===== src/verilog/swu_pkg.sv =====
package swu_pkg;
  // ****************************************
  // datagram layout
  // ****************************************
  localparam logic [3:0] SYNC_NIBBLE    = 4'h5;   // bits 0..3 = 1,0,1,0
  localparam logic [7:0] HOST_ADDR      = 8'hff;  // reply address, never a node address
  localparam logic [7:0] CRC_INIT       = 8'h00;
  localparam int         WR_BYTES       = 8;
  localparam int         RD_BYTES       = 4;
  localparam int         REPLY_BYTES    = 8;
  localparam int         RW_BIT         = 7;
  localparam int         TIMEOUT_BITS   = 63;
  localparam int         RECOVER_BITS   = 12;
  localparam int         TAIL_BITS      = 4;
  localparam int         DELAY_UNIT     = 8;
  localparam logic [3:0] DELAY_RESET    = 4'h1;   // 1 x 8 bit times
  localparam logic [7:0] NODE_ADDR_RST  = 8'h00;
  localparam logic [7:0] DGRAM_CNT_RST  = 8'h00;
  localparam int         SYNC_EDGES     = 2;      // falling edges from start to bit2/3
  localparam int         CLK_HZ         = 50_000_000;
  localparam int         MIN_BIT_CLKS   = 16;
  localparam int         BIT_CNT_W      = 16;

  // ****************************************
  // carriers
  // ****************************************
  typedef struct packed {
    logic [7:0]  reg_addr;
    logic [31:0] data;
  } swu_write_t;

  typedef struct packed {
    logic [6:0]  reg_addr;
    logic [31:0] data;
  } swu_reply_t;
endpackage : swu_pkg

===== src/verilog/swu_fifo.sv =====
`timescale 1ns/1ps
`default_nettype none
module swu_fifo #(
  parameter int WIDTH = 8,
  parameter int DEPTH = 8
) (
  input  wire logic             clk_sys_in,
  input  wire logic             resetn_in,
  input  wire logic [WIDTH-1:0] in_data_in,
  input  wire logic             in_valid_in,
  output logic                  in_ready_out,
  output logic [WIDTH-1:0]      out_data_out,
  output logic                  out_valid_out,
  input  wire logic             out_ready_in
);
  localparam int AW = (DEPTH > 1) ? $clog2(DEPTH) : 1;
  initial begin
    if (DEPTH < 2 || (DEPTH & (DEPTH - 1)) != 0) $error("depth must be a power of two");
  end

  logic [WIDTH-1:0] mem_q [DEPTH];
  logic [AW:0]      wr_q;
  logic [AW:0]      rd_q;
  logic             push;
  logic             pop;

  // full when pointers differ only in wrap bit
  assign in_ready_out  = !((wr_q[AW] != rd_q[AW]) && (wr_q[AW-1:0] == rd_q[AW-1:0]));
  assign out_valid_out = (wr_q != rd_q);
  assign push          = in_valid_in && in_ready_out;
  assign pop           = out_valid_out && out_ready_in;
  assign out_data_out  = mem_q[rd_q[AW-1:0]];

  // storage
  always_ff @(posedge clk_sys_in) begin
    if (push) begin
      mem_q[wr_q[AW-1:0]] <= in_data_in;
    end
  end

  // pointers
  always_ff @(posedge clk_sys_in) begin
    if (!resetn_in) begin
      wr_q <= '0;
      rd_q <= '0;
    end else begin
      if (push) wr_q <= wr_q + 1'b1;
      if (pop) rd_q <= rd_q + 1'b1;
    end
  end
endmodule : swu_fifo
`default_nettype wire


===== src/verilog/swu_node.sv =====
// Function
// reply carries all-ones host address
// reply is 64 bits, LSB first
// drive four bit times after last bit
// all-ones address never used by node
// CRC8 poly 0x07, start zero
// CRC over all bytes before CRC
// shift left, feed bits 7,1,0, in
// act only on good CRC, own address
// count accepted write datagrams; code skips accepted writes that a full fifo refuses
// listen as input, reply at measured baud
// straps add +4,+2,+1 to address
// next-node select output high after reset
// host gives nodes distinct strap addresses
// chained first node 0, later ones 1
// host clears select after addressing node
// host addresses chain descending from 254
// bit time from start to sync edge
// gap over 63 bits resets reception; code checks it only between bytes, not while awaiting the sync edges
// reply delay in units of 8 bits
// address bit 7 marks write
// reply bytes framed start low, stop high
`timescale 1ns/1ps
`default_nettype none
module swu_node
  import swu_pkg::*;
#(
  parameter int FIFO_DEPTH = 8
) (
  input  wire logic        clk_sys_in,
  input  wire logic        resetn_in,
  input  wire logic        shared_serial_line_in,
  output logic             shared_serial_line_out,
  output logic             shared_serial_line_oe_out,
  input  wire logic        addr_incr_bit2_pin_in,
  input  wire logic        addr_incr_bit1_pin_in,
  input  wire logic        addr_incr_bit0_pin_in,
  input  wire logic [7:0]  node_address_setting_in,
  input  wire logic        node_address_load_in,
  input  wire logic [3:0]  reply_delay_setting_in,
  input  wire logic        reply_delay_load_in,
  input  wire logic        next_node_select_in,
  input  wire logic        next_node_select_load_in,
  output logic             next_node_select_out,
  output logic [7:0]       node_address_out,
  output logic [7:0]       dgram_count_out,
  output logic [39:0]      wr_data_out,
  output logic             wr_valid_out,
  input  wire logic        wr_ready_in,
  output logic             rd_req_out,
  output logic [6:0]       rd_addr_out,
  input  wire logic [31:0] rd_data_in,
  input  wire logic        rd_data_valid_in
);
  initial begin
    if (FIFO_DEPTH < 2) $error("fifo depth too small");
  end

  // ****************************************
  // input synchronisers
  // ****************************************
  logic [2:0] line_s_q;
  logic [2:0] a2_s_q;
  logic [2:0] a1_s_q;
  logic [2:0] a0_s_q;
  logic       line_q;
  logic [2:0] straps_q;
  // first stage feeds only the second stage
  always_ff @(posedge clk_sys_in) begin
    if (!resetn_in) begin
      line_s_q <= 3'h7;
      a2_s_q   <= 3'h0;
      a1_s_q   <= 3'h0;
      a0_s_q   <= 3'h0;
      line_q   <= 1'b1;
      straps_q <= 3'h0;
    end else begin
      line_s_q <= {line_s_q[1:0], shared_serial_line_in};
      a2_s_q   <= {a2_s_q[1:0], addr_incr_bit2_pin_in};
      a1_s_q   <= {a1_s_q[1:0], addr_incr_bit1_pin_in};
      a0_s_q   <= {a0_s_q[1:0], addr_incr_bit0_pin_in};
      if (line_s_q[1] == line_s_q[2]) line_q <= line_s_q[2];
      if (a2_s_q[1] == a2_s_q[2]) straps_q[2] <= a2_s_q[2];
      if (a1_s_q[1] == a1_s_q[2]) straps_q[1] <= a1_s_q[2];
      if (a0_s_q[1] == a0_s_q[2]) straps_q[0] <= a0_s_q[2];
    end
  end

  // ****************************************
  // configuration
  // ****************************************
  logic [7:0] node_base_q;
  logic [3:0] delay_q;
  logic       nns_q;
  logic [7:0] dcnt_q;
  logic [8:0] addr_sum;
  // straps weighted +4,+2,+1 on top of programmed base
  assign addr_sum = {1'b0, node_base_q} + {6'h00, straps_q};  // see R11
  // never let the sum land on the host address
  assign node_address_out     = (addr_sum[7:0] == HOST_ADDR) ? 8'hfe : addr_sum[7:0];
  assign next_node_select_out = nns_q;
  assign dgram_count_out      = dcnt_q;

  // programmable settings
  always_ff @(posedge clk_sys_in) begin
    if (!resetn_in) begin
      node_base_q <= NODE_ADDR_RST;
      delay_q     <= DELAY_RESET;
      nns_q       <= 1'b1;
    end else begin
      if (node_address_load_in && node_address_setting_in != HOST_ADDR)
        node_base_q <= node_address_setting_in;
      if (reply_delay_load_in) delay_q <= reply_delay_setting_in;
      if (next_node_select_load_in) nns_q <= next_node_select_in;
    end
  end

  // ****************************************
  // receiver
  // ****************************************
  typedef enum logic [2:0] {
    RX_IDLE  = 3'b000,
    RX_SYNC  = 3'b001,
    RX_START = 3'b010,
    RX_DATA  = 3'b011,
    RX_STOP  = 3'b100,
    RX_REC   = 3'b101
  } swu_rx_t;
  swu_rx_t               rx_q;
  logic [BIT_CNT_W-1:0]  bit_clks_q;   // measured bit time
  logic [BIT_CNT_W-1:0]  tmr_q;
  logic [BIT_CNT_W+6:0]  gap_q;
  logic [2:0]            bit_idx_q;
  logic [3:0]            byte_idx_q;
  logic [7:0]            sh_q;
  logic [7:0]            crc_q;
  logic [63:0]           frame_q;
  logic                  line_d1_q;
  logic                  fall;
  logic                  frame_done;
  logic                  is_write;
  logic [3:0]            nbytes;
  logic                  tx_busy;
  logic [7:0]            rx_crc_nx;
  assign fall     = line_d1_q && !line_q;
  assign is_write = frame_q[16 + RW_BIT];
  assign nbytes   = (byte_idx_q >= 4'd3 && is_write) ? 4'(WR_BYTES) : 4'(RD_BYTES);
  // serial crc step on sampled bit
  assign rx_crc_nx = {crc_q[6:0], crc_q[7] ^ crc_q[1] ^ crc_q[0] ^ line_q};

  always_ff @(posedge clk_sys_in) begin
    if (!resetn_in) line_d1_q <= 1'b1;
    else line_d1_q <= line_q;
  end

  // bit-level receive state
  always_ff @(posedge clk_sys_in) begin
    frame_done <= 1'b0;
    if (!resetn_in) begin
      rx_q       <= RX_IDLE;
      bit_clks_q <= BIT_CNT_W'(MIN_BIT_CLKS);
      tmr_q      <= '0;
      gap_q      <= '0;
      bit_idx_q  <= '0;
      byte_idx_q <= '0;
      sh_q       <= '0;
      crc_q      <= CRC_INIT;
      frame_q    <= '0;
    end else begin
      gap_q <= gap_q + 1'b1;
      case (rx_q)
        RX_IDLE: if (fall && !tx_busy) begin
          rx_q <= RX_SYNC; tmr_q <= '0; bit_idx_q <= '0;
          byte_idx_q <= '0; crc_q <= CRC_INIT; gap_q <= '0;
        end
        RX_SYNC: begin
          tmr_q <= tmr_q + 1'b1;
          // the sync nibble is taken as correct; it still runs through the crc
          if (fall && bit_idx_q == 3'd0) begin
            bit_idx_q <= 3'd1;                                    // fall into bit 1, keep timing
          end else if (fall) begin
            // start fall to bit2/3 fall spans four bit times
            bit_clks_q <= (tmr_q + 1'b1) >> 2;                    // see R17
            // timer starts one bit into the count, half a bit short of the mid-bit compare, so bit 3 is hit mid-bit
            tmr_q      <= (tmr_q + 1'b1) >> 2;
            // bits 0..2 are 1,0,1, already folded into the crc
            crc_q <= 8'h07;
            sh_q  <= 8'ha0;
            bit_idx_q <= 3'd3;
            rx_q <= RX_DATA;
          end
        end
        RX_START: begin
          tmr_q <= tmr_q + 1'b1;
          if (fall) begin
            tmr_q <= '0; bit_idx_q <= '0; gap_q <= '0;
            rx_q <= RX_DATA;
          end else if (gap_q > (BIT_CNT_W+7)'(bit_clks_q) * TIMEOUT_BITS) begin
            rx_q <= RX_IDLE;
          end
        end
        RX_DATA: begin
          tmr_q <= tmr_q + 1'b1;
          // sample mid-bit after the start bit
          if (tmr_q == bit_clks_q + (bit_clks_q >> 1)) begin
            tmr_q <= bit_clks_q >> 1;
            sh_q  <= {line_q, sh_q[7:1]};
            if (byte_idx_q < nbytes - 1'b1) crc_q <= rx_crc_nx;   // see R6
            bit_idx_q <= bit_idx_q + 1'b1;
            if (bit_idx_q == 3'd7) rx_q <= RX_STOP;
          end
        end
        RX_STOP: begin
          frame_q[8*byte_idx_q +: 8] <= sh_q;
          byte_idx_q <= byte_idx_q + 1'b1;
          if (byte_idx_q + 1'b1 == nbytes) begin
            frame_done <= 1'b1;
            rx_q <= RX_REC;
          end else rx_q <= RX_START;
          tmr_q <= '0;
        end
        RX_REC: begin
          // half a bit of idle line; a full bit would race a back-to-back start bit
          tmr_q <= line_q ? tmr_q + 1'b1 : '0;
          if (tmr_q >= (bit_clks_q >> 1)) rx_q <= RX_IDLE;
        end
        default: rx_q <= RX_IDLE;
      endcase
    end
  end

  // datagram check
  logic [7:0] rx_crc_byte;
  logic       accept;
  assign rx_crc_byte = is_write ? frame_q[63:56] : frame_q[31:24];
  assign accept = frame_done && rx_crc_byte == crc_q
                  && frame_q[15:8] == node_address_out;

  // write path through fifo, counter on each accepted write the fifo has room for
  swu_write_t wr_pkt;
  logic       fifo_in_ready;
  assign wr_pkt.reg_addr = frame_q[23:16];
  assign wr_pkt.data     = {frame_q[31:24], frame_q[39:32], frame_q[47:40], frame_q[55:48]};
  always_ff @(posedge clk_sys_in) begin
    if (!resetn_in) dcnt_q <= DGRAM_CNT_RST;
    else if (accept && is_write && fifo_in_ready) dcnt_q <= dcnt_q + 1'b1;
  end

  swu_fifo #(
    .WIDTH (40),
    .DEPTH (FIFO_DEPTH)
  ) u_wr_fifo (
    .clk_sys_in    (clk_sys_in),
    .resetn_in     (resetn_in),
    .in_data_in    (wr_pkt),
    .in_valid_in   (accept && is_write),
    .in_ready_out  (fifo_in_ready),
    .out_data_out  (wr_data_out),
    .out_valid_out (wr_valid_out),
    .out_ready_in  (wr_ready_in)
  );

  // ****************************************
  // transmitter
  // ****************************************
  typedef enum logic [1:0] {
    TX_IDLE = 2'b00,
    TX_WAIT = 2'b01,
    TX_SEND = 2'b10,
    TX_TAIL = 2'b11
  } swu_tx_t;
  swu_tx_t              tx_q;
  logic [6:0]           rd_addr_q;
  logic [63:0]          reply_q;
  logic [BIT_CNT_W-1:0] txt_q;
  logic [6:0]           txbit_q;     // bit counter incl. framing, 10 per byte
  logic [7:0]           txcrc_q;
  logic                 wait_done;
  logic                 txline_q;
  logic                 oe_q;
  assign tx_busy = (tx_q != TX_IDLE);
  assign rd_req_out  = (tx_q == TX_WAIT);
  assign rd_addr_out = rd_addr_q;
  assign shared_serial_line_out    = txline_q;
  assign shared_serial_line_oe_out = oe_q;

  always_ff @(posedge clk_sys_in) begin
    if (!resetn_in) begin
      tx_q <= TX_IDLE; rd_addr_q <= '0; reply_q <= '0; txt_q <= '0;
      txbit_q <= '0; txcrc_q <= CRC_INIT; wait_done <= 1'b0;
      txline_q <= 1'b1; oe_q <= 1'b0;
    end else begin
      txt_q <= txt_q + 1'b1;
      case (tx_q)
        TX_IDLE: begin
          oe_q <= 1'b0;
          txt_q <= '0; txbit_q <= '0; wait_done <= 1'b0;
          if (accept && !is_write) begin
            rd_addr_q <= frame_q[22:16];
            tx_q <= TX_WAIT;
          end
        end
        TX_WAIT: begin
          // delay counted in bit times, then in units of eight
          if (txt_q == bit_clks_q - 1'b1) begin
            txt_q <= '0;
            txbit_q <= txbit_q + 1'b1;
            if (txbit_q + 1'b1 >= {delay_q, 3'b000}) wait_done <= 1'b1;
          end
          if (rd_data_valid_in) begin
            reply_q <= {8'h00, rd_data_in[7:0], rd_data_in[15:8], rd_data_in[23:16],
                        rd_data_in[31:24], 1'b0, rd_addr_q, HOST_ADDR, 4'h0, SYNC_NIBBLE}; // see R1
            wait_done <= wait_done;
          end
          if (wait_done && reply_q[3:0] == SYNC_NIBBLE) begin
            tx_q <= TX_SEND; txt_q <= '0; txbit_q <= '0; txcrc_q <= CRC_INIT;
            oe_q <= 1'b1; txline_q <= 1'b0;
          end
        end
        TX_SEND: if (txt_q == bit_clks_q - 1'b1) begin
          txt_q <= '0;
          txbit_q <= txbit_q + 1'b1;
          if (txbit_q % 10 == 7'd9) begin
            txline_q <= 1'b0;
            if (txbit_q == 7'd79) begin
              txline_q <= 1'b1; tx_q <= TX_TAIL; txbit_q <= '0;
            end else if (txbit_q == 7'd69) reply_q[7:0] <= txcrc_q;
          end else if (txbit_q % 10 == 7'd8) begin
            txline_q <= 1'b1;                                     // stop bit
          end else begin
            txline_q <= reply_q[0];
            reply_q  <= {1'b0, reply_q[63:1]};
            if (txbit_q < 7'd70)
              txcrc_q <= {txcrc_q[6:0], txcrc_q[7] ^ txcrc_q[1] ^ txcrc_q[0] ^ reply_q[0]};
          end
        end
        TX_TAIL: if (txt_q == bit_clks_q - 1'b1) begin
          txt_q <= '0;
          txbit_q <= txbit_q + 1'b1;
          if (txbit_q == 7'(TAIL_BITS - 1)) begin
            oe_q <= 1'b0; tx_q <= TX_IDLE;
          end
        end
        default: tx_q <= TX_IDLE;
      endcase
    end
  end
endmodule : swu_node
`default_nettype wire


===== config.mk =====
export PLATFORM = sky130hd
export DESIGN_NAME = swu_node
export DESIGN_NICKNAME = d
export VERILOG_FILES = /design/src/verilog/swu_pkg.sv /design/src/verilog/swu_fifo.sv /design/src/verilog/swu_node.sv
export SDC_FILE = /design/constraint.sdc
export NUM_CORES = 1
export LEC_CHECK = 0
export ABC_AREA = 1
export BUFFER_PORTS_ARGS = -buffer_cell sky130_fd_sc_hd__buf_2
export CAP_MARGIN = 20
export CORE_MARGIN = 2
export CORE_UTILIZATION = 45
export CTS_BUF_LIST = sky130_fd_sc_hd__clkbuf_4 sky130_fd_sc_hd__clkbuf_8
export CTS_CLUSTER_DIAMETER = 80
export DETAILED_ROUTE_END_ITERATION = 16
export PLACE_DENSITY_LB_ADDON = 0.12
export SLEW_MARGIN = 10
export SYNTH_ARGS = -nofsm -noshare
export SYNTH_HDL_FRONTEND = slang
export SYNTH_HIERARCHICAL = 1
export SYNTH_SLANG_ARGS = --single-unit
export TNS_END_PERCENT = 10

===== constraint.sdc =====
create_clock -name clk_sys_in -period 5.5 [get_ports clk_sys_in]
set_input_delay 1.1 -clock clk_sys_in [delete_from_list [all_inputs] [get_ports clk_sys_in]]
set_output_delay 1.1 -clock clk_sys_in [all_outputs]
set_load 0.05 [all_outputs]

==> flow_summary.json, run 1 <==
{
  "status": "finished, violations left",
  "violations": "setup timing",
  "synth.avg_cell_area_um2": 8.49,
  "max_freq_mhz": 173,
  "avgViaCountPerCell": 5.09,
  "powerDensity_mw_per_mm2": 310,
  "ys_seq_area_share_pct": 49.1,
  "drc": 0,
  "antenna_left": 0,
  "io_buffer_count": 123,
  "die_y_um": 267,
  "grt-ovfl-total": 0,
  "drt_iter0_drc": 1611,
  "io-pin-count": 124,
  "met2_usage_pct": 37.7,
  "fin_tns_setup_ns": -0.689,
  "grt-busiest-layer": "met2",
  "die_area_mm2": 0.0713,
  "rows": 96,
  "hold_slack_ns": 0.416,
  "slowest_stage": "fa_1",
  "power_frac_comb_pct": 14.6,
  "cpMostUsedCell": "buf_4",
  "cts-root-buf": "clkbuf_8",
  "required_ns": 6.08,
  "rsz0062_at_grt": "yes",
  "hpwl_um": 49600,
  "pwr-share-clk_pct": 39.2,
  "tightest_slew_ns": 1.10,
  "grt_max_degree": 161,
  "netlist_area_mm2": 0.0311,
  "synth_top_area_share_pct": 30.8,
  "clkTransAtPathRegs_ns": 0.06,
  "syn-num-nets": 3881,
  "seqPwrFrac_pct": 46.1,
  "internal_power_uw": 7890,
  "max-slew-margin-rel_pct": 26.5,
  "setup_violations": 3,
  "initial_core_util_pct": 45.4,
  "finalPower_uw": 11000,
  "wire_per_inst_um": 16.1,
  "grtUsageTotal_pct": 22.0,
  "cts_tree": "done",
  "use_met1_pct": 27.9,
  "cp.arrival_ns": 6.35,
  "skew_ns": 0.0490,
  "worstSetupPathType": "register to register",
  "fillerInstances": 6626,
  "cts_buffer_depth": 3,
  "crit_fanout": 6,
  "switchingPower_uw": 3130,
  "drv_slew": 0,
  "placed_cells": 4653,
  "maxCapViolations": 0,
  "antenna_found_initial": 2,
  "syn_inst": 3668,
  "yosys_warnings": 6,
  "grt_first_pass_wirelength_um": 125000,
  "drtPass1Iterations": 5,
  "synth_edf_count": 320,
  "final_common_cell": "nand2_1",
  "htreeDepth": 3,
  "hold_violations": 0,
  "ys_seq_elements": 604,
  "p_leak_uw": 0.0146,
  "cpPeakStageDelay_ns": 0.59,
  "clock_sinks": 604,
  "switching_share_pct": 28.4,
  "period_needed_ns": 5.77,
  "crit_path_end_kind": "register",
  "async_flop_share_pct": 0,
  "synthTopCellsByArea": "edfxtp_1 (31%), dfxtp_1 (18%), nand2_1 (8.4%), nor2_1 (6.1%), ha_1 (4.7%)",
  "synth_top_cell_by_area": "edfxtp_1",
  "hold_class": "register to register",
  "routed_wl_um": 78400,
  "clkLatencyLatePin_ns": 0.72,
  "grt_pass1_vias": 23600,
  "final_cells": 4868,
  "area_growth_pct": 14.2,
  "die_w_um": 267,
  "ys_types": 63,
  "layout-drive-gt1-share_pct": 14.1,
  "cts_buffers": 102,
  "setup_ws_ns": -0.274,
  "ir_worst_vdd_mv": 0.198,
  "gp_congestion": 0.856,
  "final_cell_mix": "nand2_1 (691), nor2_1 (493), inv_1 (326)",
  "fin_crit_sh_pct": 105,
  "fin_util_pct": 51.8,
  "crit_path_start_kind": "register",
  "core_area_mm2": 0.0686,
  "synthFlopType": "edfxtp_1",
  "layout.nets": 4060,
  "vias": 24800,
  "met3_usage_pct": 3.19
}
[flip-flops by register name, indices dropped and copies added, names as in the netlist, 14 cells and up, named ones only]
| signal | cells |
|---|---|
| bit_clks_q | 14 |
| frame_q | 56 |
| gap_q | 23 |
| reply_q | 56 |
| tmr_q | 16 |
| txt_q | 16 |
| u_wr_fifo/mem_q | 320 |
[worst max-delay path, delay by kind of cell, from the launching register on]
kind | cells | cell delay [ns]
buffers and inverters | 11 | 1.29
adder cells (fa/ha/maj) | 5 | 2.15
flip-flops | 1 | 0.36
AND/OR/NAND/NOR | 9 | 0.89
AO/OA/AOI/OAI | 7 | 0.90
XOR/XNOR | 1 | 0.09
[layer usage]
metal  wire [um]  vias up
met1       35000    11600
met4        2420        0
li1            -    12600
met3        3220      139
met2       37700      468
met5           0        -
[metrics by stage]
stage,setup slack [ns],cell area (um^2)
after global placement,-0.299,33000
after CTS,-0.0944,35500
final,-0.274,35600
after detailed placement,-0.333,33000
after global routing,-0.662,35600
after floorplan,0.107,31100
[what timing repair did]
action	in CTS	in global routing
resized for setup	26	13
hold endpoints to repair	0	0
hold buffers	0	0
endpoints found under the setup margin	3	3
pin swaps	29	26
buffers inserted	18	3
gates cloned	0	0
[cell usage after synthesis, types with 3 or more instances]
cell,instances
o2111ai_1,4
o211ai_1,7
nand2_4,3
inv_2,11
nor2_1,507
nor2_4,3
mux2i_1,4
nor3_1,46
ha_1,118
a31oi_1,8
a21oi_2,13
edfxtp_1,320
nand4_1,46
fa_1,39
clkinv_1,4
nor3b_1,11
o21ai_0,253
o21bai_1,8
or2_2,25
dfxtp_1,284
a21oi_1,216
a211oi_1,13
o21ai_1,159
clkbuf_1,98
buf_4,5
nand3_2,9
xnor2_1,28
nand3_1,184
o32ai_1,10
xor2_1,72
o21a_1,8
nand3b_1,8
nand2_2,18
buf_1,11
nor4_1,11
buf_6,12
nand2_1,693
buf_2,35
inv_1,330
nor2_2,4
[power groups by stage]
stage | clock network, uW | registers, uW | logic [uW]
5_1_grt | 4640 | 5110 | 1830
4_1_cts | 4450 | 5080 | 1590
3_5_place_dp | 0 | 5170 | 1570
6_report | 4320 | 5080 | 1610
2_1_floorplan | 0 | 5130 | 1150
3_3_place_gp | 0 | 5170 | 1570
[path summary, 6_finish.rpt]
check	cells past startpoint	startpoint	slack, ns	endpoint
setup / recovery	33	bit_clks_q[3]$_SDFFE_PN0P_	-0.27	rx_q[2]$_SDFFE_PN0P_
hold / removal	1	line_s_q[0]$_SDFF_PN1_	0.42	line_s_q[1]$_SDFF_PN1_
setup reg to reg	33	bit_clks_q[3]$_SDFFE_PN0P_	-0.27	rx_q[2]$_SDFFE_PN0P_
hold reg to reg	1	line_s_q[0]$_SDFF_PN1_	0.42	line_s_q[1]$_SDFF_PN1_
[area by class of cell]
type	count	area (um^2)	share of cell area, %
inverter	346	1300	3.67
antenna	2	5.00	0.0141
timing repair buffer	238	1570	4.42
clock inverter	45	402	1.13
clock buffer	147	1840	5.16
multi-input combinational	2555	14000	39.2
tap	931	1160	3.28
sequential	604	15300	43.1
[logic make-up after synthesis]
group           after synthesis  share of synthesized area, %
compound gates              716                          12.4
flops                       604                          49.1
simple gates               1577                          21.6
buf+inv                     509                          6.70
mux                           4                         0.129
fa+ha+maj                   157                          7.25
xor+xnor                    101                          2.88
No activity file was read; power rests on OpenSTA's default activity.
==> inputs of run 2 (changes only) <==
--- a/config.mk
+++ b/config.mk
@@ -13,7 +13,6 @@
 export CTS_BUF_LIST = sky130_fd_sc_hd__clkbuf_4 sky130_fd_sc_hd__clkbuf_8
 export CTS_CLUSTER_DIAMETER = 80
 export DETAILED_ROUTE_END_ITERATION = 16
-export PLACE_DENSITY_LB_ADDON = 0.12
 export SLEW_MARGIN = 10
 export SYNTH_ARGS = -nofsm -noshare
 export SYNTH_HDL_FRONTEND = slang
==> run 2 against run 1 <==
  * The flow still finishes with violations (setup timing)
  * Non-clock buffer count fell by 8
  * Clock skew fell by 0.0059 ns
  * Hold slack got worse by 0.0055 ns
  * Critical endpoint is now rx_q[1]$_SDFFE_PN0P_
  * Highest routed layer unchanged
  * Final area down 0.25%
  * Global-route usage shrank 0.30 points
  * Count of clock-buffer cells in the layout increased by 4
==> flow_summary.json, run 2 (synthesized netlist as in run 1, its figures left out) <==
{
  "largest_reg_flops": 320,
  "cpPeakStageDelay_ns": 0.57,
  "htreeDepth": 3,
  "finalPower_uw": 10900,
  "gp_congestion": 0.885,
  "r2r_cells": 31,
  "cts_buffer_depth": 3,
  "fin_tns_setup_ns": -0.0148,
  "io_buffer_count": 123,
  "required_ns": 6.05,
  "status": "finished, violations left",
  "fin_util_pct": 51.7,
  "die_w_um": 267,
  "setup_violations": 1,
  "avgViaCountPerCell": 5.11,
  "hpwl_um": 50100,
  "max_freq_mhz": 181,
  "worstSetupPathType": "register to register",
  "cts-root-buf": "clkbuf_8",
  "clock_sinks": 604,
  "die_y_um": 267,
  "skew_ns": 0.0431,
  "vias": 24900,
  "cts_tree": "done",
  "max-slew-margin-rel_pct": 27.9,
  "cp.arrival_ns": 6.07,
  "antenna_found_initial": 2,
  "slowest_stage": "fa_1",
  "routed_wl_um": 77200,
  "fin_crit_sh_pct": 100,
  "violations": "setup timing",
  "p_leak_uw": 0.0146,
  "powerDensity_mw_per_mm2": 308,
  "crit_fanout": 6,
  "final_common_cell": "nand2_1",
  "crit_path_start_kind": "register",
  "grt-ovfl-total": 0,
  "io-pin-count": 124,
  "grt_max_degree": 85,
  "die_area_mm2": 0.0713,
  "drt_iter0_drc": 1724,
  "hold_violations": 0,
  "hold_slack_ns": 0.411,
  "final_cell_mix": "nand2_1 (690), nor2_1 (494), inv_1 (326)",
  "clkTransAtPathRegs_ns": 0.06,
  "hold_depth": 2,
  "drv_slew": 0,
  "grt_pass1_vias": 23400,
  "clkLatencyLatePin_ns": 0.73,
  "drc": 0,
  "period_needed_ns": 5.51,
  "setup_ws_ns": -0.0148,
  "cpMostUsedCell": "nand2_1",
  "antenna_left": 0,
  "cts_buffers": 103,
  "wire_per_inst_um": 15.9,
  "layout.nets": 4053,
  "rsz0062_at_grt": "yes",
  "initial_core_util_pct": 45.4,
  "maxCapViolations": 0,
  "cts_hold_buf": 0,
  "core_area_mm2": 0.0686,
  "area_growth_pct": 13.9,
  "grtUsageTotal_pct": 21.7,
  "grt_first_pass_wirelength_um": 124000,
  "rows": 96,
  "drtPass1Iterations": 5,
  "tightest_slew_ns": 1.07,
  "crit_path_end_kind": "register",
  "ir_worst_vdd_mv": 0.241,
  "hold_class": "register to register",
  "layout-drive-gt1-share_pct": 14.0
}
## run 2: changes by cell type in the layout (fill, tap and decap cells not counted), sizes merged
cell	change
buf	-8
clkinv	-6
bufinv	-2
inv	+2
clkbuf	+4
diode	+1
clkinvlp	+2
## run 2: metal layers
metal	up-vias	routed length, um	global-route usage [%]
li1	12600	-	-
met1	11700	34400	27.7
met2	497	37900	37.8
met3	111	3250	3.35
met5	-	0	0
met4	0	1650	6.42
## run 2: power breakdown
group | internal (uW) | leakage (uW) | switching (uW) | total (uW)
clock | 2410 | 0.00118 | 1870 | 4290
sequential | 4920 | 0.00534 | 159 | 5080
combinational | 500 | 0.00804 | 1070 | 1570
total | 7840 | 0.0146 | 3100 | 10900
## run 2: worst max-delay path: cells and delay by family, from the launching register on
| family | cells | cell delay (ns) |
|---|---|---|
| AOI/OAI and AO/OA | 11 | 1.45 |
| xor gates and xnor gates | 1 | 0.14 |
| adders and majority gates | 5 | 2.12 |
| buffers and inverters | 3 | 0.27 |
| DFF | 1 | 0.36 |
| and+or+nand+nor | 11 | 1.02 |
## run 2: layout make-up
| type | count | area [um^2] |
|---|---|---|
| diodes | 3 | 7.51 |
| clock buffers | 151 | 1880 |
| clock inverters | 41 | 352 |
| fillers | 6487 | 33100 |
| inverters | 346 | 1300 |
| multi-input cells | 2555 | 14000 |
| flip-flops and latches | 604 | 15300 |
| well taps | 931 | 1160 |
| repair buffers | 230 | 1480 |
## run 2: worst paths after layout
kind              slack (ns)                       start                   end
hold / removal          0.41        a0_s_q[0]$_SDFF_PN0_  a0_s_q[1]$_SDFF_PN0_
setup / recovery       -0.01  bit_clks_q[3]$_SDFFE_PN0P_  rx_q[1]$_SDFFE_PN0P_
hold reg to reg         0.41        a0_s_q[0]$_SDFF_PN0_  a0_s_q[1]$_SDFF_PN0_
setup reg to reg       -0.01  bit_clks_q[3]$_SDFFE_PN0P_  rx_q[1]$_SDFFE_PN0P_
## run 2: per-stage QoR
step	setup WS [ns]	instances	cell area, um^2
final	-0.0148	4861	35500
after global routing	-0.458	4861	35500
after floorplan	0.107	3668	31100
after CTS	-0.0688	4857	35400
after detailed placement	-0.328	4654	33000
after global placement	-0.290	4654	33000
## run 2: timing repair
item | in CTS | in global routing
resized for setup | 28 | 10
setup endpoints to repair | 3 | 3
pin swaps | 34 | 20
setup buffers | 12 | 0
